[config.mk]
export PLATFORM = sky130hd
export DESIGN_NAME = dcp_top
export DESIGN_NICKNAME = d
export VERILOG_FILES = /design/src/verilog/dcp_pkg.sv /design/src/verilog/dcp_top.sv
export SDC_FILE = /design/constraint.sdc
export NUM_CORES = 1
export LEC_CHECK = 0
export BUFFER_PORTS_ARGS = -buffer_cell sky130_fd_sc_hd__buf_2
export CORE_MARGIN = 10
export CORE_UTILIZATION = 40
export CTS_BUF_LIST = sky130_fd_sc_hd__clkbuf_2 sky130_fd_sc_hd__clkbuf_4 sky130_fd_sc_hd__clkbuf_8
export DETAILED_ROUTE_END_ITERATION = 6
export PLACE_DENSITY = 0.6
export SYNTH_ARGS = -nofsm -noshare
export SYNTH_HDL_FRONTEND = slang
export SYNTH_SLANG_ARGS = --single-unit
[constraint.sdc]
create_clock -name clk_sys -period 3.3 [get_ports clk_sys]
set_input_delay 0.165 -clock clk_sys [delete_from_list [all_inputs] [get_ports clk_sys]]
set_output_delay 0.165 -clock clk_sys [all_outputs]
set_load 0.05 [all_outputs]
[src/verilog/dcp_pkg.sv]
// shared types and constants for the ddr2 command pin interface
package dcp_pkg;

  // ==========================================================================
  // pin and bus widths
  localparam int DCP_BA_W   = 3;
  localparam int DCP_ADDR_W = 14;
  localparam int DCP_DQ_W   = 16;
  localparam int DCP_DM_W   = 2;
  localparam int DCP_BANKS  = 8;
  localparam int DCP_MR_N   = 4;

  // ==========================================================================
  // field positions
  localparam int DCP_AP_BIT  = 10;
  localparam int DCP_A11_BIT = 11;
  localparam int DCP_A13_BIT = 13;
  localparam int DCP_COL_W   = 10;

  // ==========================================================================
  // data organisation codes
  localparam logic [1:0] DCP_ORG_X4  = 2'h0;
  localparam logic [1:0] DCP_ORG_X8  = 2'h1;
  localparam logic [1:0] DCP_ORG_X16 = 2'h2;

  // ==========================================================================
  // ras/cas/we patterns with chip select low
  localparam logic [2:0] DCP_RCW_MRS = 3'h0;
  localparam logic [2:0] DCP_RCW_REF = 3'h1;
  localparam logic [2:0] DCP_RCW_PRE = 3'h2;
  localparam logic [2:0] DCP_RCW_ACT = 3'h3;
  localparam logic [2:0] DCP_RCW_WR  = 3'h4;
  localparam logic [2:0] DCP_RCW_RD  = 3'h5;

  // ==========================================================================
  // counts and reset values
  localparam logic [2:0]  DCP_BURST_BEATS = 3'h4;
  localparam int          DCP_FIFO_DEPTH  = 16;
  localparam logic [13:0] DCP_MR_RST      = 14'h0000;

  // ==========================================================================
  // types
  typedef enum logic [2:0] {
    DCP_OP_NOP, DCP_OP_ACT, DCP_OP_RD, DCP_OP_WR,
    DCP_OP_PRE, DCP_OP_REF, DCP_OP_MRS
  } dcp_op_t;

  typedef enum logic [2:0] {
    DCP_ST_ACTIVE, DCP_ST_PPD, DCP_ST_APD, DCP_ST_SREF, DCP_ST_SREF_EXIT
  } dcp_pwr_t;

  typedef struct packed {
    logic                  ck;
    logic                  cke;
    logic                  cs_n;
    logic                  ras_n;
    logic                  cas_n;
    logic                  we_n;
    logic [DCP_BA_W-1:0]   ba;
    logic [DCP_ADDR_W-1:0] addr;
    logic [DCP_DM_W-1:0]   dm;
    logic                  dqs;
    logic [DCP_DQ_W-1:0]   dq;
  } dcp_pins_t;

  typedef struct packed {
    dcp_op_t               op;
    logic [DCP_BA_W-1:0]   ba;
    logic [DCP_ADDR_W-1:0] addr;
    logic                  ap;
    logic                  all_banks;
  } dcp_cmd_t;

  typedef struct packed {
    logic [DCP_DQ_W-1:0] data;
    logic [DCP_DM_W-1:0] be;
  } dcp_beat_t;

  typedef logic [DCP_MR_N-1:0][DCP_ADDR_W-1:0] dcp_mr_file_t;

endpackage

[src/verilog/dcp_top.sv]
// write-data fifo and device-side command pin logic of the ddr2 interface
`timescale 1ns/100ps
`default_nettype none

// ============================================================================
// fifo
module dcp_fifo #(
  parameter int W     = 18,
  parameter int DEPTH = 16
) (
  // clock and reset
  input  wire logic         clk_sys,
  input  wire logic         resetn,
  input  wire logic         clk_en,
  // fill side
  input  wire logic         in_valid,
  output logic              in_ready,
  input  wire logic [W-1:0] in_data,
  // drain side
  output logic              out_valid,
  input  wire logic         out_ready,
  output logic [W-1:0]      out_data
);
  localparam int AW = $clog2(DEPTH);

  logic [W-1:0]  mem_q [DEPTH];
  logic [AW-1:0] wr_q;
  logic [AW-1:0] rd_q;
  logic [AW:0]   cnt_q;
  logic          push;
  logic          pop;

  assign in_ready  = (cnt_q != (AW+1)'(DEPTH));
  assign out_valid = (cnt_q != '0);
  assign push      = in_valid && in_ready && clk_en;
  assign pop       = out_valid && out_ready && clk_en;
  assign out_data  = mem_q[rd_q];

  always_ff @(posedge clk_sys) begin
    if (push) begin
      mem_q[wr_q] <= in_data;
    end
  end

  always_ff @(posedge clk_sys or negedge resetn) begin
    if (!resetn) begin
      wr_q  <= '0;
      rd_q  <= '0;
      cnt_q <= '0;
    end else begin
      if (push) begin
        wr_q <= (wr_q == AW'(DEPTH-1)) ? '0 : wr_q + 1'b1;
      end
      if (pop) begin
        rd_q <= (rd_q == AW'(DEPTH-1)) ? '0 : rd_q + 1'b1;
      end
      cnt_q <= cnt_q + (AW+1)'(push) - (AW+1)'(pop);
    end
  end

endmodule // dcp_fifo

// ============================================================================
// device top
// Functional notes
// - sample commands on ck rising crossing
// - read data beats on both ck edges
// - cke low stops clocks, inputs, drivers
// - cke low: idle precharge/self-refresh, open active
// - cke registered on ck for power-down
// - self-refresh: only cke; async exit detect
// - power-down: only ck, odt, cke live
// - chip select high masks the command
// - command from cs, ras, cas, we
// - high data mask clears the write beat's byte enable
// - mask sampled on both strobe edges
// - x16 has lower and upper masks
// - x8 mask disabled when rdqs enabled
// - three bank bits pick eight banks
// - ba0/ba1 pick mode register at mrs
// - row on activate, column plus a10
// - precharge a10 low one, high all
// - mrs loads address as op-code
// - a13 row bit unused on x16
// - data bus 4, 8 or 16 wide
module dcp_top
  import dcp_pkg::*;
(
  // clock and reset
  input  wire logic                       clk_sys,
  input  wire logic                       resetn,
  input  wire logic                       clk_en,
  // memory pins from the controller
  input  wire dcp_pkg::dcp_pins_t         pins_i,
  output logic [dcp_pkg::DCP_DQ_W-1:0]    dq_o,
  output logic                            dq_oe,
  // configuration
  input  wire logic [1:0]                 org,
  input  wire logic                       rdqs_en,
  // command report
  output logic                            cmd_valid,
  output dcp_pkg::dcp_cmd_t               cmd,
  output dcp_pkg::dcp_pwr_t               pwr_state,
  output logic [dcp_pkg::DCP_BANKS-1:0]   bank_open,
  output dcp_pkg::dcp_mr_file_t           mode_regs,
  // read data source
  output logic                            rd_beat,
  input  wire logic [dcp_pkg::DCP_DQ_W-1:0] rd_data,
  // write data sink
  output logic                            wr_valid,
  input  wire logic                       wr_ready,
  output dcp_pkg::dcp_beat_t              wr_beat,
  output logic                            wr_overrun
);
  import dcp_pkg::*;

  // ==========================================================================
  // pin synchroniser
  dcp_pins_t s1_q, s2_q, s3_q;

  always_ff @(posedge clk_sys or negedge resetn) begin
    if (!resetn) begin
      s1_q <= '0;
      s2_q <= '0;
      s3_q <= '0;
    end else if (clk_en) begin
      s1_q <= pins_i;
      s2_q <= s1_q;
      s3_q <= s2_q;
    end
  end

  logic ck_rise, ck_fall, dqs_edge;
  assign ck_rise  = clk_en && s2_q.ck && !s3_q.ck;
  assign ck_fall  = clk_en && !s2_q.ck && s3_q.ck;
  assign dqs_edge = clk_en && (s2_q.dqs != s3_q.dqs);

  // ==========================================================================
  // command decode
  dcp_pwr_t  st_q;
  dcp_op_t   op;
  logic      run;
  logic [DCP_BANKS-1:0] open_q;

  // commands only count when awake and cke registered high
  assign run = ck_rise && (st_q == DCP_ST_ACTIVE) && s2_q.cke;

  always_comb begin
    op = DCP_OP_NOP;
    if (!s2_q.cs_n) begin
      case ({s2_q.ras_n, s2_q.cas_n, s2_q.we_n})
        DCP_RCW_MRS: op = DCP_OP_MRS;
        DCP_RCW_REF: op = DCP_OP_REF;
        DCP_RCW_PRE: op = DCP_OP_PRE;
        DCP_RCW_ACT: op = DCP_OP_ACT;
        DCP_RCW_WR:  op = DCP_OP_WR;
        DCP_RCW_RD:  op = DCP_OP_RD;
        default:     op = DCP_OP_NOP;
      endcase
    end
  end

  // row address loses a13 on x16; column keeps a11 only on x4
  logic [DCP_ADDR_W-1:0] row_addr, col_addr;
  always_comb begin
    row_addr = s2_q.addr;
    if (org == DCP_ORG_X16) begin
      row_addr[DCP_A13_BIT] = 1'b0;
    end
    col_addr = {{(DCP_ADDR_W-DCP_COL_W){1'b0}}, s2_q.addr[DCP_COL_W-1:0]};
    if (org == DCP_ORG_X4) begin
      col_addr[DCP_A11_BIT] = s2_q.addr[DCP_A11_BIT];
    end
  end

  always_ff @(posedge clk_sys or negedge resetn) begin
    if (!resetn) begin
      cmd_valid <= 1'b0;
      cmd       <= '0;
    end else if (clk_en) begin
      cmd_valid <= run && (op != DCP_OP_NOP);
      if (run && (op != DCP_OP_NOP)) begin
        cmd.op        <= op;
        cmd.ba        <= s2_q.ba;
        cmd.addr      <= (op == DCP_OP_ACT) ? row_addr :
                         (op == DCP_OP_MRS) ? s2_q.addr : col_addr;
        cmd.ap        <= s2_q.addr[DCP_AP_BIT];
        cmd.all_banks <= (op == DCP_OP_PRE) && s2_q.addr[DCP_AP_BIT];
      end
    end
  end

  // ==========================================================================
  // bank state, one slice per bank
  logic [DCP_BANKS-1:0][DCP_ADDR_W-1:0] row_q;

  genvar b;
  generate
    for (b = 0; b < DCP_BANKS; b++) begin : g_bank
      logic hit;
      assign hit = (s2_q.ba == DCP_BA_W'(b));
      always_ff @(posedge clk_sys or negedge resetn) begin
        if (!resetn) begin
          open_q[b] <= 1'b0;
          row_q[b]  <= '0;
        end else if (run) begin
          if (op == DCP_OP_ACT && hit) begin
            open_q[b] <= 1'b1;
            row_q[b]  <= row_addr;
          end else if (op == DCP_OP_PRE && (hit || s2_q.addr[DCP_AP_BIT])) begin
            open_q[b] <= 1'b0;
          end else if ((op == DCP_OP_RD || op == DCP_OP_WR) && hit
                       && s2_q.addr[DCP_AP_BIT]) begin
            open_q[b] <= 1'b0;
          end
        end
      end
    end
  endgenerate

  assign bank_open = open_q;

  // ==========================================================================
  // mode registers
  dcp_mr_file_t mr_q;

  always_ff @(posedge clk_sys or negedge resetn) begin
    if (!resetn) begin
      mr_q <= {DCP_MR_N{DCP_MR_RST}};
    end else if (run && op == DCP_OP_MRS) begin
      mr_q[s2_q.ba[1:0]] <= s2_q.addr;
    end
  end

  assign mode_regs = mr_q;

  // ==========================================================================
  // power states
  always_ff @(posedge clk_sys or negedge resetn) begin
    if (!resetn) begin
      st_q <= DCP_ST_ACTIVE;
    end else if (clk_en) begin
      case (st_q)
        DCP_ST_ACTIVE: begin
          if (ck_rise && !s2_q.cke) begin
            if (op == DCP_OP_REF && open_q == '0) begin
              st_q <= DCP_ST_SREF;
            end else if (open_q != '0) begin
              st_q <= DCP_ST_APD;
            end else begin
              st_q <= DCP_ST_PPD;
            end
          end
        end
        DCP_ST_PPD, DCP_ST_APD: begin
          if (ck_rise && s2_q.cke) begin
            st_q <= DCP_ST_ACTIVE;
          end
        end
        // exit seen from cke alone, ck may be stopped here
        DCP_ST_SREF: begin
          if (s2_q.cke) begin
            st_q <= DCP_ST_SREF_EXIT;
          end
        end
        DCP_ST_SREF_EXIT: begin
          if (!s2_q.cke) begin
            st_q <= DCP_ST_SREF;
          end else if (ck_rise) begin
            st_q <= DCP_ST_ACTIVE;
          end
        end
        default: st_q <= DCP_ST_ACTIVE;
      endcase
    end
  end

  assign pwr_state = st_q;

  // ==========================================================================
  // read burst, one beat on every ck edge
  logic [2:0] rd_left_q;
  logic       awake;
  logic [DCP_DQ_W-1:0] width_mask;

  // drivers and strobes only live while awake with cke high
  assign awake = (st_q == DCP_ST_ACTIVE) && s2_q.cke;
  assign width_mask = (org == DCP_ORG_X4) ? 16'h000f :
                      (org == DCP_ORG_X8) ? 16'h00ff : 16'hffff;

  always_ff @(posedge clk_sys or negedge resetn) begin
    if (!resetn) begin
      rd_left_q <= '0;
      dq_o      <= '0;
      dq_oe     <= 1'b0;
      rd_beat   <= 1'b0;
    end else if (clk_en) begin
      rd_beat <= 1'b0;
      if (!awake) begin
        rd_left_q <= '0;
        dq_oe     <= 1'b0;
      end else if (run && op == DCP_OP_RD) begin
        rd_left_q <= DCP_BURST_BEATS;
      end else if ((ck_rise || ck_fall) && rd_left_q != '0) begin
        rd_left_q <= rd_left_q - 3'h1;
        dq_o      <= rd_data & width_mask;
        dq_oe     <= 1'b1;
        rd_beat   <= 1'b1;
      end else if ((ck_rise || ck_fall) && rd_left_q == '0) begin
        dq_oe <= 1'b0;
      end
    end
  end

  // ==========================================================================
  // write burst, one beat on every strobe edge
  logic [2:0] wr_left_q;
  logic       wr_take;
  logic       fifo_ready;
  dcp_beat_t  beat_d;

  assign wr_take = dqs_edge && awake && (wr_left_q != '0);

  always_comb begin
    beat_d.data = s2_q.dq & width_mask;
    beat_d.be   = 2'h3;
    if (org == DCP_ORG_X16) begin
      beat_d.be = ~s2_q.dm;
    end else if (!(org == DCP_ORG_X8 && rdqs_en)) begin
      beat_d.be = {1'b1, ~s2_q.dm[0]};
    end
    if (org != DCP_ORG_X16) begin
      beat_d.be[1] = 1'b0;
    end
  end

  always_ff @(posedge clk_sys or negedge resetn) begin
    if (!resetn) begin
      wr_left_q  <= '0;
      wr_overrun <= 1'b0;
    end else if (clk_en) begin
      if (!awake) begin
        wr_left_q <= '0;
      end else if (run && op == DCP_OP_WR) begin
        wr_left_q <= DCP_BURST_BEATS;
      end else if (wr_take) begin
        wr_left_q <= wr_left_q - 3'h1;
      end
      // beats arriving into a full fifo are lost and flagged
      if (wr_take && !fifo_ready) begin
        wr_overrun <= 1'b1;
      end
    end
  end

  dcp_fifo #(
    .W     ($bits(dcp_beat_t)),
    .DEPTH (DCP_FIFO_DEPTH)
  ) u_fifo (
    .clk_sys   (clk_sys),
    .resetn    (resetn),
    .clk_en    (clk_en),
    .in_valid  (wr_take),
    .in_ready  (fifo_ready),
    .in_data   (beat_d),
    .out_valid (wr_valid),
    .out_ready (wr_ready),
    .out_data  (wr_beat)
  );

  // ==========================================================================
  // checks
  a_cs_masks: assert property (@(posedge clk_sys) disable iff (!resetn)
    ck_rise && s2_q.cs_n |=> !cmd_valid) else $error("deselected command taken");

  a_act_decode: assert property (@(posedge clk_sys) disable iff (!resetn)
    run && !s2_q.cs_n && {s2_q.ras_n, s2_q.cas_n, s2_q.we_n} == DCP_RCW_ACT
    |=> cmd_valid && cmd.op == DCP_OP_ACT) else $error("activate not decoded");

  a_act_opens: assert property (@(posedge clk_sys) disable iff (!resetn)
    run && op == DCP_OP_ACT |=> open_q[$past(s2_q.ba)]) else $error("bank not opened");

  a_pre_all: assert property (@(posedge clk_sys) disable iff (!resetn)
    run && op == DCP_OP_PRE && s2_q.addr[DCP_AP_BIT] |=> open_q == '0)
    else $error("precharge all left a bank open");

  a_pd_entry: assert property (@(posedge clk_sys) disable iff (!resetn)
    ck_rise && st_q == DCP_ST_ACTIVE && !s2_q.cke && op != DCP_OP_REF
    |=> st_q == (($past(open_q) == '0) ? DCP_ST_PPD : DCP_ST_APD))
    else $error("wrong power-down kind");

  a_sref_exit: assert property (@(posedge clk_sys) disable iff (!resetn)
    clk_en && st_q == DCP_ST_SREF && s2_q.cke |=> st_q == DCP_ST_SREF_EXIT)
    else $error("self-refresh exit missed");

  a_oe_asleep: assert property (@(posedge clk_sys) disable iff (!resetn)
    clk_en && !awake |=> !dq_oe) else $error("driver on while asleep");

  a_mrs_load: assert property (@(posedge clk_sys) disable iff (!resetn)
    run && op == DCP_OP_MRS |=> mr_q[$past(s2_q.ba[1:0])] == $past(s2_q.addr))
    else $error("mode register not loaded");

  a_mask_low: assert property (@(posedge clk_sys) disable iff (!resetn)
    wr_take && s2_q.dm[0] && !(org == DCP_ORG_X8 && rdqs_en) |-> !beat_d.be[0])
    else $error("masked byte enabled");

  a_row_a13: assert property (@(posedge clk_sys) disable iff (!resetn)
    run && op == DCP_OP_ACT && org == DCP_ORG_X16
    |=> !row_q[$past(s2_q.ba)][DCP_A13_BIT]) else $error("a13 used on x16");

  a_read_beats: assert property (@(posedge clk_sys) disable iff (!resetn)
    awake && ck_fall && rd_left_q != '0 && !run |=> rd_beat && dq_oe)
    else $error("no beat on falling edge");

endmodule // dcp_top

`default_nettype wire

* Word level (Yosys, flattened, before mapping)
Memory sizes are Yosys's and may differ from the RTL's.
Cells that the tools add are included.
** Word-level totals
- Logic and storage cells :: 274
- Bits in writable memories :: 288
- Bits in registers :: 214
- Output and inout bits :: 128
- Memory bits (read-only) :: 0
- Memories :: 1
- Input bits :: 65
- Latch bits :: 0
** Memories
- u_fifo.mem_q :: words 16, bits a word 18, rd ports 1, clocked after memory_dff 0, write ports 1, line dcp_top.sv:26 : logic [W-1:0] mem_q [DEPTH];
** Cells by class
- Order comparisons :: 2
- Muxes and demuxes :: 63
- Shift-type cells :: 0
- Div/mod/pow operators :: 0
- Eq/ne operators :: 37
- Reductions and logical operators :: 108
- Bitwise logic cells :: 5
- Add/subtract/negate cells :: 6
- $mul :: 0
** Operators by type and width (number)
- logical AND 1 bit :: 59
- bitwise mux 56 bit :: 1
- 2-to-1 mux 14 bit :: 3
- 2-to-1 mux 1 bit :: 37
- 2-to-1 mux 3 bit :: 12
- nonzero test 3 bit :: 11
- bitwise AND 16 bit :: 2
- 2-to-1 mux 16 bit :: 2
- equality test 3 bit, second input constant :: 10
- demux 14 bit (select 2 bit) :: 1
- equality test 3 x 2 -> 1 bit, second input constant :: 8
- AND reduction 2 bit :: 12
- one-hot mux 3 bit (6 select lines) :: 1
- equality test 3 x 1 -> 1 bit, second input constant :: 4
- zero test 3 bit :: 4
- one-hot mux 3 bit (4 select lines) :: 1
- logical OR 1 bit :: 10
- != test 3 x 1 -> 1 bit, second input constant :: 3
- adder 4 x 1 -> 4 bit, second input constant :: 2
- equality test 4 bit, second input constant :: 2
- zero test 8 bit :: 1
- 2-to-1 mux 4 bit :: 2
- != test 2 bit, second input constant :: 4
- nonzero test 8 bit :: 1
- 21 further kinds :: 28

* Depth between registers and ports, before layout
Gate-level depths: netlist of the first run.
- Depth in word-level cells :: 10
- Depth in mapped cells :: 14
- Gate-level depth less buffers :: 13

* Modules after synthesis
A second synthesis of the first run with hierarchy kept.
** Second synthesis, totals
- Cell total of the unflattened synthesis :: 1215
- Area total of the unflattened synthesis :: 20100.5 µm²
** Modules (own cells, without submodules)
- dcp_fifo :: seq. area each 8973.6 µm², area each 11866.4 µm², times used 1, cells an instance 614
- dcp_top :: seq. area each 5029.8 µm², area each 8234.1 µm², times used 1, cells an instance 601

* Least setup slack after synthesis of the first run
OpenSTA, ideal clock, no wires.
- Path type :: register -> register
- From :: reg st_q[1], in the netlist pwr_state[1]
- To :: mem u_fifo.mem_q[3][0], enable pin
- Stages on the path, launching flop included :: 6
- Buffers on the path :: 1
- Required time :: 2.884 ns
- Setup slack :: -0.239 ns
- Clock period less this slack :: 3.539 ns
- Setup time :: 0.416 ns
- Arrival time :: 3.123 ns
- Cell sequence :: dfrtp_1 > or4b_1 > buf_6 > nor4_4 > nand3_1 > nor3_1
** Between the ends
- Longest elaborated chain between the ends :: 8
** RTL lines
- from (decl) :: line dcp_top.sv:140 : dcp_pwr_t st_q;
- from (signal assigned) :: line dcp_top.sv:241 : st_q <= DCP_ST_ACTIVE;
- from (signal assigned) :: line dcp_top.sv:247 : st_q <= DCP_ST_SREF;
- from (signal assigned) :: line dcp_top.sv:249 : st_q <= DCP_ST_APD;
- zero test 3 bit :: line dcp_top.sv:287 : assign awake = (st_q == DCP_ST_ACTIVE) && s2_q.cke;
- logical AND 1 bit :: line dcp_top.sv:287
- logical AND 1 bit (2 in a row) :: line dcp_top.sv:322 : assign wr_take = dqs_edge && awake && (wr_left_q != '0);
- logical AND 1 bit (2 in a row) :: line dcp_top.sv:35 : assign push = in_valid && in_ready && clk_en;
- 2-to-1 mux 1 bit :: line dcp_top.sv:40 : if (push) begin
- 2-to-1 mux 1 bit (not written as such) :: line dcp_top.sv:41 : mem_q[wr_q] <= in_data;
- to (decl) :: line dcp_top.sv:26
No other way between the ends.

* Worst setup path in the final report of the first run
- From :: reg u_fifo.cnt_q[2]
- To :: reg u_fifo.cnt_q[4]
** Between the ends
- Longest elaborated chain between the ends :: 5
- Elaborated cells between the ends (all ways) :: 8
- Classes of those cells :: add/sub (2); eq/ne (1); reduce/logical (5)
** RTL lines
- from (decl) :: line dcp_top.sv:29 : logic [AW:0] cnt_q;
- from (signal assigned) :: line dcp_top.sv:57 : cnt_q <= cnt_q + (AW+1)'(push) - (AW+1)'(pop);
- != test 5 bit :: line dcp_top.sv:33 : assign in_ready = (cnt_q != (AW+1)'(DEPTH));
- logical AND 1 bit (2 in a row) :: line dcp_top.sv:35
- adder 5 x 1 -> 5 bit :: line dcp_top.sv:57
- subtractor 5 x 1 -> 5 bit * :: line dcp_top.sv:57
Every way passes the cells marked *; elsewhere a longest branch is shown, timed or not.
A chain may end at the register's enable or synchronous reset.

==> Flow_metrics.wiki, run 1 <==
{| class="wikitable"
! Metric !! Value
|-
| Status || completed
|-
| Gpl congestion || 0.777
|-
| Cell taking the most area after synthesis || edfxtp_1
|-
| Max Transition Viols Final || 0
|-
| Portion of netlist area occupied by mux cells || 18.2%
|-
| Main combinational cell family by area after synthesis || multiplexers
|-
| CP Cell Sequence || inv_1 -> ha_1 -> or4b_2 -> and3_1 -> ha_1 -> inv_1 -> ha_1 -> inv_1 -> fa_1 -> inv_1 -> a21oi_1 -> o21bai_1 -> xnor2_1
|-
| R2R Path Start || u_fifo.cnt_q[2]
|-
| Nature of the critical path startpoint || flip-flop
|-
| Max Cap Viol || 0
|-
| Clock tree sinks || 502
|-
| Starting density of the core || 40.5%
|-
| CTS tree || built
|-
| Routed via count || 11000
|-
| Overall die width || 243 um
|-
| Maximum level of the CTS H-tree || 3
|-
| Total gr overflow || 0
|-
| Max_slew headroom || 30.9%
|-
| Setup-failing EPs final || 0
|-
| Overall power consumption || 18.4 mW
|-
| Clock latency of the later-clocked register in the worst-skew pair || 650 ps
|-
| Number of nets in the finished design || 1530
|-
| Critical Path End Type || flip-flop
|-
| Total negative slack || 0 ps
|-
| Total Die Area || 59000 um2
|-
| Worst reg2reg path depth || 13
|-
| Leading post-synthesis cells by cell area || edfxtp_1, dfrtp_1, mux2_2
|-
| Xor and xnor area share after synthesis || 0.397%
|-
| Basic-gate share of the synthesized area counting and, or, nand and nor cells || 4.08%
|-
| Top-area cell type share of the netlist area || 43.5%
|-
| Syn_nets || 1208
|-
| Post-synth EDFFs || 288
|-
| 1st-pass router iterations || 4
|-
| Slew at the pin closest to its max-slew limit || 1030 ps
|-
| Total CTS buffers || 82
|-
| Antenna-violating nets left || 0
|-
| Required time at the worst-slack endpoint || 3850 ps
|-
| Number of stages on the worst hold path || 4
|-
| Hold Vio Cnt, Final || 0
|-
| Global routing usage summed across all routing layers || 15.6%
|-
| Number of standard-cell rows in the floorplan || 81
|-
| Compound-gate portion of the synthesized area || 3.89%
|-
| Hold_sp || org[1]
|-
| Fin cells || 2174
|-
| Post-synth ARST share || 42.6%
|-
| Buffers on Ports || 192
|-
| Endpoint of the worst register-to-register path || u_fifo.cnt_q[4]
|-
| Design internal power || 12.1 mW
|-
| Iter 0 DRT Violations || 644
|-
| Worst hold-check path type || input port to flip-flop
|-
| Minimum period implied by the final worst setup slack || 3070 ps
|-
| Dominant synthesized flop cell || edfxtp_1
|-
| Slowest cell on the critical path || or4b_2
|-
| Pwr Density || 763 nW/um2
|-
| Worst EP arrival || 3620 ps
|-
| Final clock skew || 37.3 ps
|-
| Ratio of cells with drive above 1 in the final layout || 42.6%
|-
| Max rail drop VDD || 0.496 mV
|-
| Most repeated cell in the gate-level netlist after synthesis || edfxtp_1
|-
| Crit path max fanout || 6
|-
| Standard cell core area || 49100 um2
|-
| Clock slew at the register clock pins of the worst setup and hold paths || 60 ps
|-
| Cell leakage power || 9.75 nW
|-
| Setup repair after global routing missed its margin || false
|-
| Half-perimeter wire length after placement || 29400 um
|-
| Growth of design area from synthesis to finish || 21.5%
|-
| Number of global-route vias before repair || 12200
|-
| Biggest cell delay along the critical path || 610 ps
|-
| Placed cell count || 1967
|-
| Proportion of power drawn by the clock network || 29.1%
|-
| Antenna violations before repair || 4
|-
| Height of the die || 243 um
|-
| Reported net switching power || 6.32 mW
|-
| Count of instances resized after the clock tree is built || 0
|-
| Global-route wire length before repair || 71700 um
|-
| Number of inserted filler cells in the final layout || 4202
|-
| Number of buffers on the longest clock path || 3
|-
| Most common cell type on the critical path || inv_1
|-
| Portion of the post-synthesis area used by sequential elements || 70.5%
|-
| Root Buffer || clkbuf_8
|-
| Critical path class || flip-flop to flip-flop
|-
| Top cell types by occurrence after synthesis || edfxtp_1, dfrtp_1, mux2_2
|-
| Wire per inst || 21.0 um
|-
| Distinct cells, synth || 60
|-
| Warnings, synthesis || 0
|-
| Area of the mapped netlist || 19900 um2
|-
| Switching part of the total power || 34.3%
|-
| Synthesized area divided by synthesized cell count || 17.6 um2
|-
| Vias/cell || 5.08
|-
| Fmax || 0.326 GHz
|-
| Final cycle utilization of the critical path || 93.1%
|-
| Gate Count Post-Synth || 1127
|-
| Synthesis-stage register bit count || 502
|-
| Reg power frac || 41.7%
|-
| Remaining design rule violation count || 0
|-
| Adder-Cell Fraction of Synth Area || 1.05%
|-
| Final-layout worst hold slack || 87.6 ps
|-
| Reg2Reg Setup Slack || 230 ps
|-
| Largest net degree at the start of global routing || 107
|-
| Logic gate share of total power || 29.2%
|-
| Endpoint of the worst hold-timing path || dq_o[12]
|-
| Total routed wirelength || 45700 um
|-
| Io pins || 193
|}
cell type report:
cell class / instances / area [um2] / share of cell area, %
flip-flops and latches: 502 / 14000 / 58.0
multi-input cells: 534 / 5550 / 23.0
repair buffers: 297 / 1990 / 8.24
clock buffers: 128 / 1560 / 6.44
well taps: 664 / 831 / 3.44
inverters: 32 / 120 / 0.498
clock inverters: 14 / 81.3 / 0.337
diodes: 3 / 7.51 / 0.0311
cell usage in the layout, fill, tap and decap left out, types with 5 or more instances in the layout:
| master | n |
|---|---|
| nand2_1 | 49 |
| inv_1 | 32 |
| clkinv_1 | 5 |
| dlygate4sd3_1 | 61 |
| buf_4 | 39 |
| edfxtp_1 | 288 |
| and2_1 | 9 |
| buf_2 | 190 |
| mux4_2 | 72 |
| xnor2_1 | 6 |
| mux2_2 | 167 |
| o21ai_0 | 28 |
| o211ai_1 | 7 |
| dfrtp_1 | 212 |
| ha_1 | 15 |
| a21oi_1 | 8 |
| nor2_1 | 10 |
| mux2i_1 | 9 |
| clkbuf_4 | 33 |
| buf_12 | 6 |
| a22oi_1 | 39 |
| nand3_1 | 12 |
| nor2b_1 | 13 |
| clkbuf_8 | 95 |
| nand2b_1 | 9 |
| nor2_2 | 12 |
stage by stage:
stage / area, um2 / utilization [%] / setup WS (ps)
after floorplan: 19900 / - / 124
after global placement: 21900 / 44.6 / 358
after detailed placement: 21900 / 44.6 / 265
after CTS: 24100 / 49.2 / 225
after global routing: 24100 / 49.2 / 50.5
final: 24100 / 49.2 / 229
power by group through the flow:
| stage | clock [mW] | combinational, mW | sequential (mW) |
|---|---|---|---|
| after floorplan | 0 | 3.29 | 8.28 |
| after global placement | 0 | 5.27 | 7.84 |
| after detailed placement | 0 | 5.34 | 7.86 |
| after CTS | 5.52 | 5.50 | 7.69 |
| after global routing | 5.83 | 5.78 | 7.76 |
| final | 5.36 | 5.38 | 7.67 |
worst max-delay path: cells and delay by family (launching register included):
family	cells	cell delay [ps]
adder cells (fa/ha/maj)	4	1080
buffers and inverters	4	260
AO/OA/AOI/OAI	2	210
XOR/XNOR	1	140
AND/OR/NAND/NOR	2	900
flip-flops	1	390
registers in the layout (all words and copies together) (netlist names), 4 cells and up:
name          count
s1_q             42
u_fifo.wr_q       4
u_fifo.cnt_q      5
u_fifo.mem_q    288
col_addr         10
s2_q             29
mode_regs        56
bank_open         8
cmd              22
dq_o             16
u_fifo.rd_q       4
worst max path at each step:
stage / startpoint / to / slack (ps) / cells after the start
floorplan: u_fifo.cnt_q[3] / u_fifo.cnt_q[4] / 120 / 14
global placement: u_fifo.cnt_q[3] / u_fifo.cnt_q[4] / 360 / 13
detailed placement: u_fifo.cnt_q[3] / u_fifo.cnt_q[4] / 260 / 13
CTS: u_fifo.cnt_q[3] / u_fifo.cnt_q[4] / 220 / 13
global route: u_fifo.cnt_q[3] / u_fifo.cnt_q[4] / 50 / 13
finish: u_fifo.cnt_q[2] / u_fifo.cnt_q[4] / 230 / 13
timing repair:
item / CTS / global route
endpoints found under the setup margin: 1 / 0
hold endpoints to repair: 164 / 0
buffers inserted: 1 / 0
hold buffers: 61 / 0
cell families (layout without fill, tap and decap cells):
| kind of cell | after synthesis | after routing |
|---|---|---|
| other | 0 | 3 |
| xor gates and xnor gates | 9 | 9 |
| DFF | 502 | 502 |
| adders and majority gates | 16 | 16 |
| AOI/OAI and AO/OA | 110 | 110 |
| buffers and inverters | 91 | 471 |
| and+or+nand+nor | 150 | 150 |
| muxes | 249 | 249 |
metal layers:
metal	track usage [%]	wire (um)	vias up
met4	4.78	735	2
met1	18.8	18800	5716
met3	5.19	3450	60
li1	-	-	4983
met5	0	7	-
met2	25.9	22600	279
Note: power is estimated with default switching activity, not from simulation.
==> run 2: changes to the inputs <==
Settings changed: PLACE_DENSITY 0.6 to not set, PLACE_DENSITY_LB_ADDON set to 0.25.
==> Flow_metrics.wiki, run 2 (same netlist as run 1, synthesis figures left out) <==
{| class="wikitable"
! Metric !! Value
|-
| Number of stages on the worst hold path || 4 (unchanged)
|-
| Setup-failing EPs final || 0 (unchanged)
|-
| Pwr Density || 777 nW/um2 (+1.8%)
|-
| Cell leakage power || 9.93 nW (+1.8%)
|-
| Buffers on Ports || 192 (unchanged)
|-
| Minimum period implied by the final worst setup slack || 3030 ps (-45.8 ps)
|-
| Total negative slack || 0 ps (unchanged)
|-
| Remaining design rule violation count || 0 (unchanged)
|-
| Antenna-violating nets left || 0 (unchanged)
|-
| Clock latency of the later-clocked register in the worst-skew pair || 650 ps (about the same)
|-
| Growth of design area from synthesis to finish || 23.3%
|-
| Vias/cell || 5.10 (+0.46%)
|-
| Ratio of cells with drive above 1 in the final layout || 42.8% (+0.24 points)
|-
| Hold Vio Cnt, Final || 0 (unchanged)
|-
| Final WS setup || 275 ps (+45.8 ps)
|-
| Number of nets in the finished design || 1550 (+1.3%)
|-
| Wire per inst || 21.7 um (+3.1%)
|-
| Height of the die || 243 um (unchanged)
|-
| 1st-pass router iterations || 5 (+1)
|-
| Worst slack, placed || 289 ps (+24.3 ps)
|-
| Clock tree sinks || 502 (unchanged)
|-
| Half-perimeter wire length after placement || 30500 um (+3.5%)
|-
| Number of buffers on the longest clock path || 3 (unchanged)
|-
| Routed via count || 11200 (+1.7%)
|-
| Total Die Area || 59000 um2 (unchanged)
|-
| Combined flip-flop and latch cell area || 14000 um2 (unchanged)
|-
| Root Buffer || clkbuf_8
|-
| CTS tree || built
|-
| Post-CTS setup buffer count || 0 (-1)
|-
| Standard cell core area || 49100 um2 (unchanged)
|-
| Worst hold-check path type || input port to flip-flop
|-
| Area taken by multi-input logic gates || 5550 um2 (+0.11%)
|-
| Largest net degree at the start of global routing || 106 (-0.93%)
|-
| Io pins || 193 (unchanged)
|-
| Critical path class || flip-flop to flip-flop
|-
| Worst reg2reg path depth || 13 (unchanged)
|-
| Slew at the pin closest to its max-slew limit || 1180 ps (+145 ps)
|-
| Starting density of the core || 40.5% (unchanged)
|-
| Fmax || 0.331 GHz (+1.5%)
|-
| Number of standard-cell rows in the floorplan || 81 (unchanged)
|-
| Maximum level of the CTS H-tree || 3 (unchanged)
|-
| Max_slew headroom || 21.2% (-9.7 points)
|-
| Post-layout util || 49.9% (+0.72 points)
|-
| Reg power frac || 39.9% (-1.8 points)
|-
| Top library cells by usage in the layout, fill and taps aside || edfxtp_1, dfrtp_1, buf_2
|-
| Final-layout worst hold slack || 68.5 ps (-19.1 ps)
|-
| Setup repair after global routing missed its margin || false
|-
| Number of inserted filler cells in the final layout || 4182 (-0.48%)
|-
| Crit path max fanout || 6 (unchanged)
|-
| Switching part of the total power || 33.9% (-0.36 points)
|-
| Max rail drop VDD || 0.441 mV (-11%)
|-
| Max Cap Viol || 0 (unchanged)
|-
| Antenna violations before repair || 4 (unchanged)
|-
| Cell area reported after detailed placement || 21900 um2 (+0.18%)
|-
| Final clock skew || 24.3 ps (-13.0 ps)
|-
| Max Transition Viols Final || 0 (unchanged)
|-
| Overall die width || 243 um (unchanged)
|-
| Global routing usage summed across all routing layers || 16.2% (+0.62 points)
|-
| Critical Path End Type || flip-flop
|-
| Max reg flops || 288 (unchanged)
|-
| Overall power consumption || 19.0 mW (+3.3%)
|-
| Final cycle utilization of the critical path || 91.7% (-1.4 points)
|-
| Iter 0 DRT Violations || 735 (+14%)
|-
| Register ranked first by flip-flop count || u_fifo.mem_q
|-
| Design internal power || 12.6 mW (+3.8%)
|-
| Required time at the worst-slack endpoint || 3850 ps (about the same)
|-
| Fin cells || 2201 (+1.2%)
|-
| Placed cell count || 1973 (+0.31%)
|-
| Global-route wire length before repair || 74400 um (+3.7%)
|-
| Total CTS buffers || 85 (+3.7%)
|-
| Reported net switching power || 6.46 mW (+2.2%)
|-
| Worst EP arrival || 3570 ps (-50 ps)
|-
| Final Instance Area || 24500 um2 (+1.5%)
|-
| Status || completed
|-
| Number of global-route vias before repair || 12200 (+0.48%)
|-
| Clock slew at the register clock pins of the worst setup and hold paths || 70 ps (about the same)
|-
| Total gr overflow || 0 (unchanged)
|-
| Leading cell type in the layout, fill and taps excluded || edfxtp_1
|-
| Logic gate share of total power || 28.8% (-0.4 points)
|-
| Nature of the critical path startpoint || flip-flop
|-
| Gpl congestion || 0.764 (-1.7%)
|-
| Proportion of power drawn by the clock network || 31.3% (+2.2 points)
|-
| Total routed wirelength || 47700 um (+4.4%)
|}
run 2: cell types whose count changed in the layout (fill, tap and decap cells not counted), sizes merged:
cell,previous run,this run
buf,236,241
bufinv,0,5
clkbuf,128,127
clkinv,8,18
clkinvlp,4,1
diode,3,1
dlygate4sd3,61,73
inv,34,35
run 2: what timing repair did:
item | CTS | global route
endpoints found under the hold margin | 166 | 0
resized for setup | 0 | 0
hold buffers | 73 | 0
run 2: final cells by class:
| cell class | count | share of cell area, % |
|---|---|---|
| Tap cell | 664 | 3.39 |
| Inverter | 32 | 0.490 |
| Timing Repair Buffer | 314 | 8.66 |
| Clock inverter | 27 | 1.10 |
| Multi-Input combinational cell | 534 | 22.7 |
| Clock buffer | 127 | 6.47 |
| Sequential cell | 502 | 57.2 |
| Antenna cell | 1 | 0.0102 |
run 2: worst paths after layout:
check                           startpoint         endpoint  slack (ps)
min in group asynchronous           resetn     rd_left_q[1]         210
min reg2reg                        cmd[15]          cmd[15]         490
max                        u_fifo.cnt_q[3]  u_fifo.cnt_q[4]         270
max in group asynchronous           resetn          cmd[11]        2300
min                                 org[0]          dq_o[5]          70
max reg2reg                u_fifo.cnt_q[3]  u_fifo.cnt_q[4]         270
run 2: power groups by stage:
| stage | combinational (mW) | sequential [mW] | clock, mW |
|---|---|---|---|
| floorplan | 3.29 | 8.28 | 0 |
| finish | 5.48 | 7.58 | 5.96 |
| global route | 5.88 | 7.65 | 6.41 |
| global placement | 5.47 | 7.69 | 0 |
| CTS | 5.61 | 7.58 | 6.11 |
| detailed placement | 5.53 | 7.70 | 0 |
run 2: critical path, stage by stage (launching register included):
cell	delay, ps
dfrtp_1	390
inv_1	80
ha_1	160
or4b_2	590
and3_1	280
ha_1	320
inv_1	60
ha_1	160
inv_1	60
fa_1	420
inv_1	70
a21oi_1	60
o21bai_1	150
xnor2_1	140
run 2: per-layer routing:
layer / track usage (%) / part of all wire [%]
met1: 21.2 / 44
met2: 25.3 / 47
met3: 5.63 / 7.2
met4: 4.15 / 1.8
met5: 0 / 0.090
==> run 3: changes to the inputs <==
Settings changed: CORE_ASPECT_RATIO set to 0.6, CORE_MARGIN 10 to 4.
Clock period 3.3 ns to 2.97 ns, I/O delays scaled along.
==> Flow_metrics.wiki, run 3 (same netlist as run 1, synthesis figures left out) <==
{| class="wikitable"
! Metric !! Value
|-
| Gpl congestion || 0.778 (+1.8%)
|-
| Max reg flops || 288 (unchanged)
|-
| Wire per inst || 21.9 um (+1.1%)
|-
| Cell area reported after detailed placement || 21900 um2 (+0.15%)
|-
| Clock slew at the register clock pins of the worst setup and hold paths || 70 ps (about the same)
|-
| Pwr Density || 840 nW/um2 (+8.2%)
|-
| Number of inserted filler cells in the final layout || 3965 (-5.2%)
|-
| Nature of the critical path startpoint || flip-flop
|-
| Root Buffer || clkbuf_8
|-
| Height of the die || 181 um (-26%)
|-
| 1st-pass router iterations || 5 (unchanged)
|-
| Starting density of the core || 41.0% (+0.47 points)
|-
| Total routed wirelength || 47100 um (-1.2%)
|-
| Leading cell type in the layout, fill and taps excluded || edfxtp_1
|-
| Cell leakage power || 9.78 nW (-1.5%)
|-
| R2R Path Start || u_fifo.cnt_q[2]
|-
| Growth of design area from synthesis to finish || 21.9%
|-
| Reg2Reg Setup Slack || 200 ps (-70 ps)
|-
| Area taken by multi-input logic gates || 5550 um2 (about the same)
|-
| Most common cell type on the critical path || inv_1
|-
| Total Die Area || 53400 um2 (-9.4%)
|-
| Combined flip-flop and latch cell area || 14000 um2 (unchanged)
|-
| Endpoint of the worst register-to-register path || u_fifo.cnt_q[4]
|-
| Worst EP arrival || 3310 ps (-260 ps)
|-
| Final cycle utilization of the critical path || 93.2% (+1.6 points)
|-
| Final clock skew || 39.0 ps (+14.7 ps)
|-
| Global-route wire length before repair || 73500 um (-1.2%)
|-
| Critical path class || flip-flop to flip-flop
|-
| Remaining design rule violation count || 0 (unchanged)
|-
| Routed via count || 11200 (+0.098%)
|-
| Antenna-violating nets left || 0 (unchanged)
|-
| Vias/cell || 5.23 (+2.4%)
|-
| CTS tree || built
|-
| Max Transition Viols Final || 0 (unchanged)
|-
| Ratio of cells with drive above 1 in the final layout || 42.5% (-0.39 points)
|-
| Clock latency of the later-clocked register in the worst-skew pair || 630 ps (-20 ps)
|-
| Biggest cell delay along the critical path || 460 ps (-130 ps)
|-
| Number of global-route vias before repair || 12000 (-2.0%)
|-
| Number of buffers on the longest clock path || 3 (unchanged)
|-
| Overall die width || 296 um (+22%)
|-
| Crit path max fanout || 2 (-4)
|-
| Max_slew headroom || 30.8% (+9.6 points)
|-
| Register ranked first by flip-flop count || u_fifo.mem_q
|-
| Iter 0 DRT Violations || 919 (+25%)
|-
| Total negative slack || 0 ps (unchanged)
|-
| Critical Path End Type || flip-flop
|-
| CP Cell Sequence || inv_1 -> ha_2 -> or4b_4 -> and3_4 -> ha_1 -> inv_1 -> ha_1 -> inv_1 -> fa_2 -> inv_1 -> a21oi_1 -> o21bai_1 -> xnor2_1
|-
| Global routing usage summed across all routing layers || 18.0% (+1.8 points)
|-
| Status || completed
|-
| Worst hold-check path type || input port to asynchronous set/reset pin
|-
| Setup repair after global routing missed its margin || false
|-
| Max rail drop VDD || 0.694 mV (+57%)
|-
| Required time at the worst-slack endpoint || 3510 ps (-340 ps)
|-
| Total CTS buffers || 75 (-12%)
|-
| Buffers on Ports || 192 (unchanged)
|-
| Antenna violations before repair || 3 (-1)
|-
| Detailed-routed wire length on met2 || 21500 um (-4.9%)
|-
| Top library cells by usage in the layout, fill and taps aside || edfxtp_1, dfrtp_1, buf_2
|-
| Final Instance Area || 24200 um2 (-1.1%)
|-
| Number of standard-cell rows in the floorplan || 62 (-23%)
|-
| Top routing layer in use || met4
|-
| Worst reg2reg path depth || 13 (unchanged)
|-
| Hold Vio Cnt, Final || 0 (unchanged)
|-
| Total gr overflow || 0 (unchanged)
|-
| DRT met1 WL || 22000 um (+5.8%)
|-
| Overall power consumption || 20.4 mW (+7.0%)
|-
| Minimum period implied by the final worst setup slack || 2770 ps (-256 ps)
|-
| Slowest cell on the critical path || or4b_4
|-
| Standard cell core area || 48500 um2 (-1.2%)
|-
| Routed wire length on met3 || 2900 um (-15%)
|-
| Io pins || 193 (unchanged)
|-
| Half-perimeter wire length after placement || 28900 um (-5.1%)
|-
| Clock tree sinks || 502 (unchanged)
|-
| Fmax || 0.361 GHz (+9.2%)
|-
| Largest net degree at the start of global routing || 88 (-17%)
|-
| Setup-failing EPs final || 0 (unchanged)
|-
| Max Cap Viol || 0 (unchanged)
|-
| Slew at the pin closest to its max-slew limit || 1040 ps (-143 ps)
|-
| Maximum level of the CTS H-tree || 3 (unchanged)
|-
| Number of nets in the finished design || 1534 (-1.0%)
|}
## run 3: changes by cell type in the layout (fill, tap and decap cells not counted), sizes merged
| cell | before | now |
|---|---|---|
| inv | 35 | 33 |
| clkbuf | 127 | 115 |
| dlygate4sd3 | 73 | 68 |
| clkinvlp | 1 | 3 |
| bufinv | 5 | 2 |
| clkinv | 18 | 13 |
| buf | 241 | 240 |
## run 3: critical path, delay by kind of cell (launching register included)
family	cells	cell delay (ps)
compound gates	2	240
xor+xnor	1	130
fa+ha+maj	4	990
buf+inv	4	290
flops	1	390
simple gates	2	660
## run 3: cell type report
| cell class | instances | area share (%) |
|---|---|---|
| sequential | 502 | 57.8 |
| multi-input combinational | 534 | 22.9 |
| timing repair buffer | 308 | 8.94 |
| clock buffer | 115 | 5.84 |
| tap | 640 | 3.31 |
| clock inverter | 19 | 0.666 |
| inverter | 32 | 0.496 |
| antenna | 1 | 0.0103 |
## run 3: through the flow
| step | utilization, % | worst slack (ps) | hold WS [ps] | std cells |
|---|---|---|---|---|
| finish | 50.0 | 201 | 106 | 2151 |
| global route | 50.0 | 22.0 | 106 | 2151 |
| CTS | 49.9 | 3.17 | 63.0 | 2148 |
| detailed placement | 45.2 | 155 | 202 | 1946 |
| global placement | 45.2 | 219 | 188 | 1946 |
| floorplan | - | -134 | -147 | 1127 |
## run 3: how the worst max path moves through the flow
stage                               start                  to  slack [ps]
after floorplan              pwr_state[1]  u_fifo.mem_q[7][0]        -130
final                     u_fifo.cnt_q[2]     u_fifo.cnt_q[4]         200
after global placement    u_fifo.cnt_q[3]     u_fifo.cnt_q[4]         220
after detailed placement  u_fifo.cnt_q[2]     u_fifo.cnt_q[4]         160
after global routing      u_fifo.cnt_q[2]     u_fifo.cnt_q[4]          20
after CTS                  u_fifo.rd_q[0]         wr_beat[10]           3
## run 3: timing repair
item / CTS / global route
hold buffers: 68 / 0
endpoints found under the setup margin: 0 / 12
resized for setup: 0 / 3
hold endpoints to repair: 149 / 0
buffers inserted: 0 / 2
## run 3: layer usage
| layer | track usage, % | vias up |
|---|---|---|
| li1 | - | 4990 |
| met1 | 26.6 | 5823 |
| met2 | 27.0 | 359 |
| met3 | 4.25 | 67 |
| met4 | 4.22 | 0 |
| met5 | 0 | - |
## run 3: power by group
group | internal, mW | switching (mW) | total [mW]
clock | 3.22 | 2.63 | 5.85
sequential | 7.96 | 0.496 | 8.45
combinational | 2.17 | 3.88 | 6.05
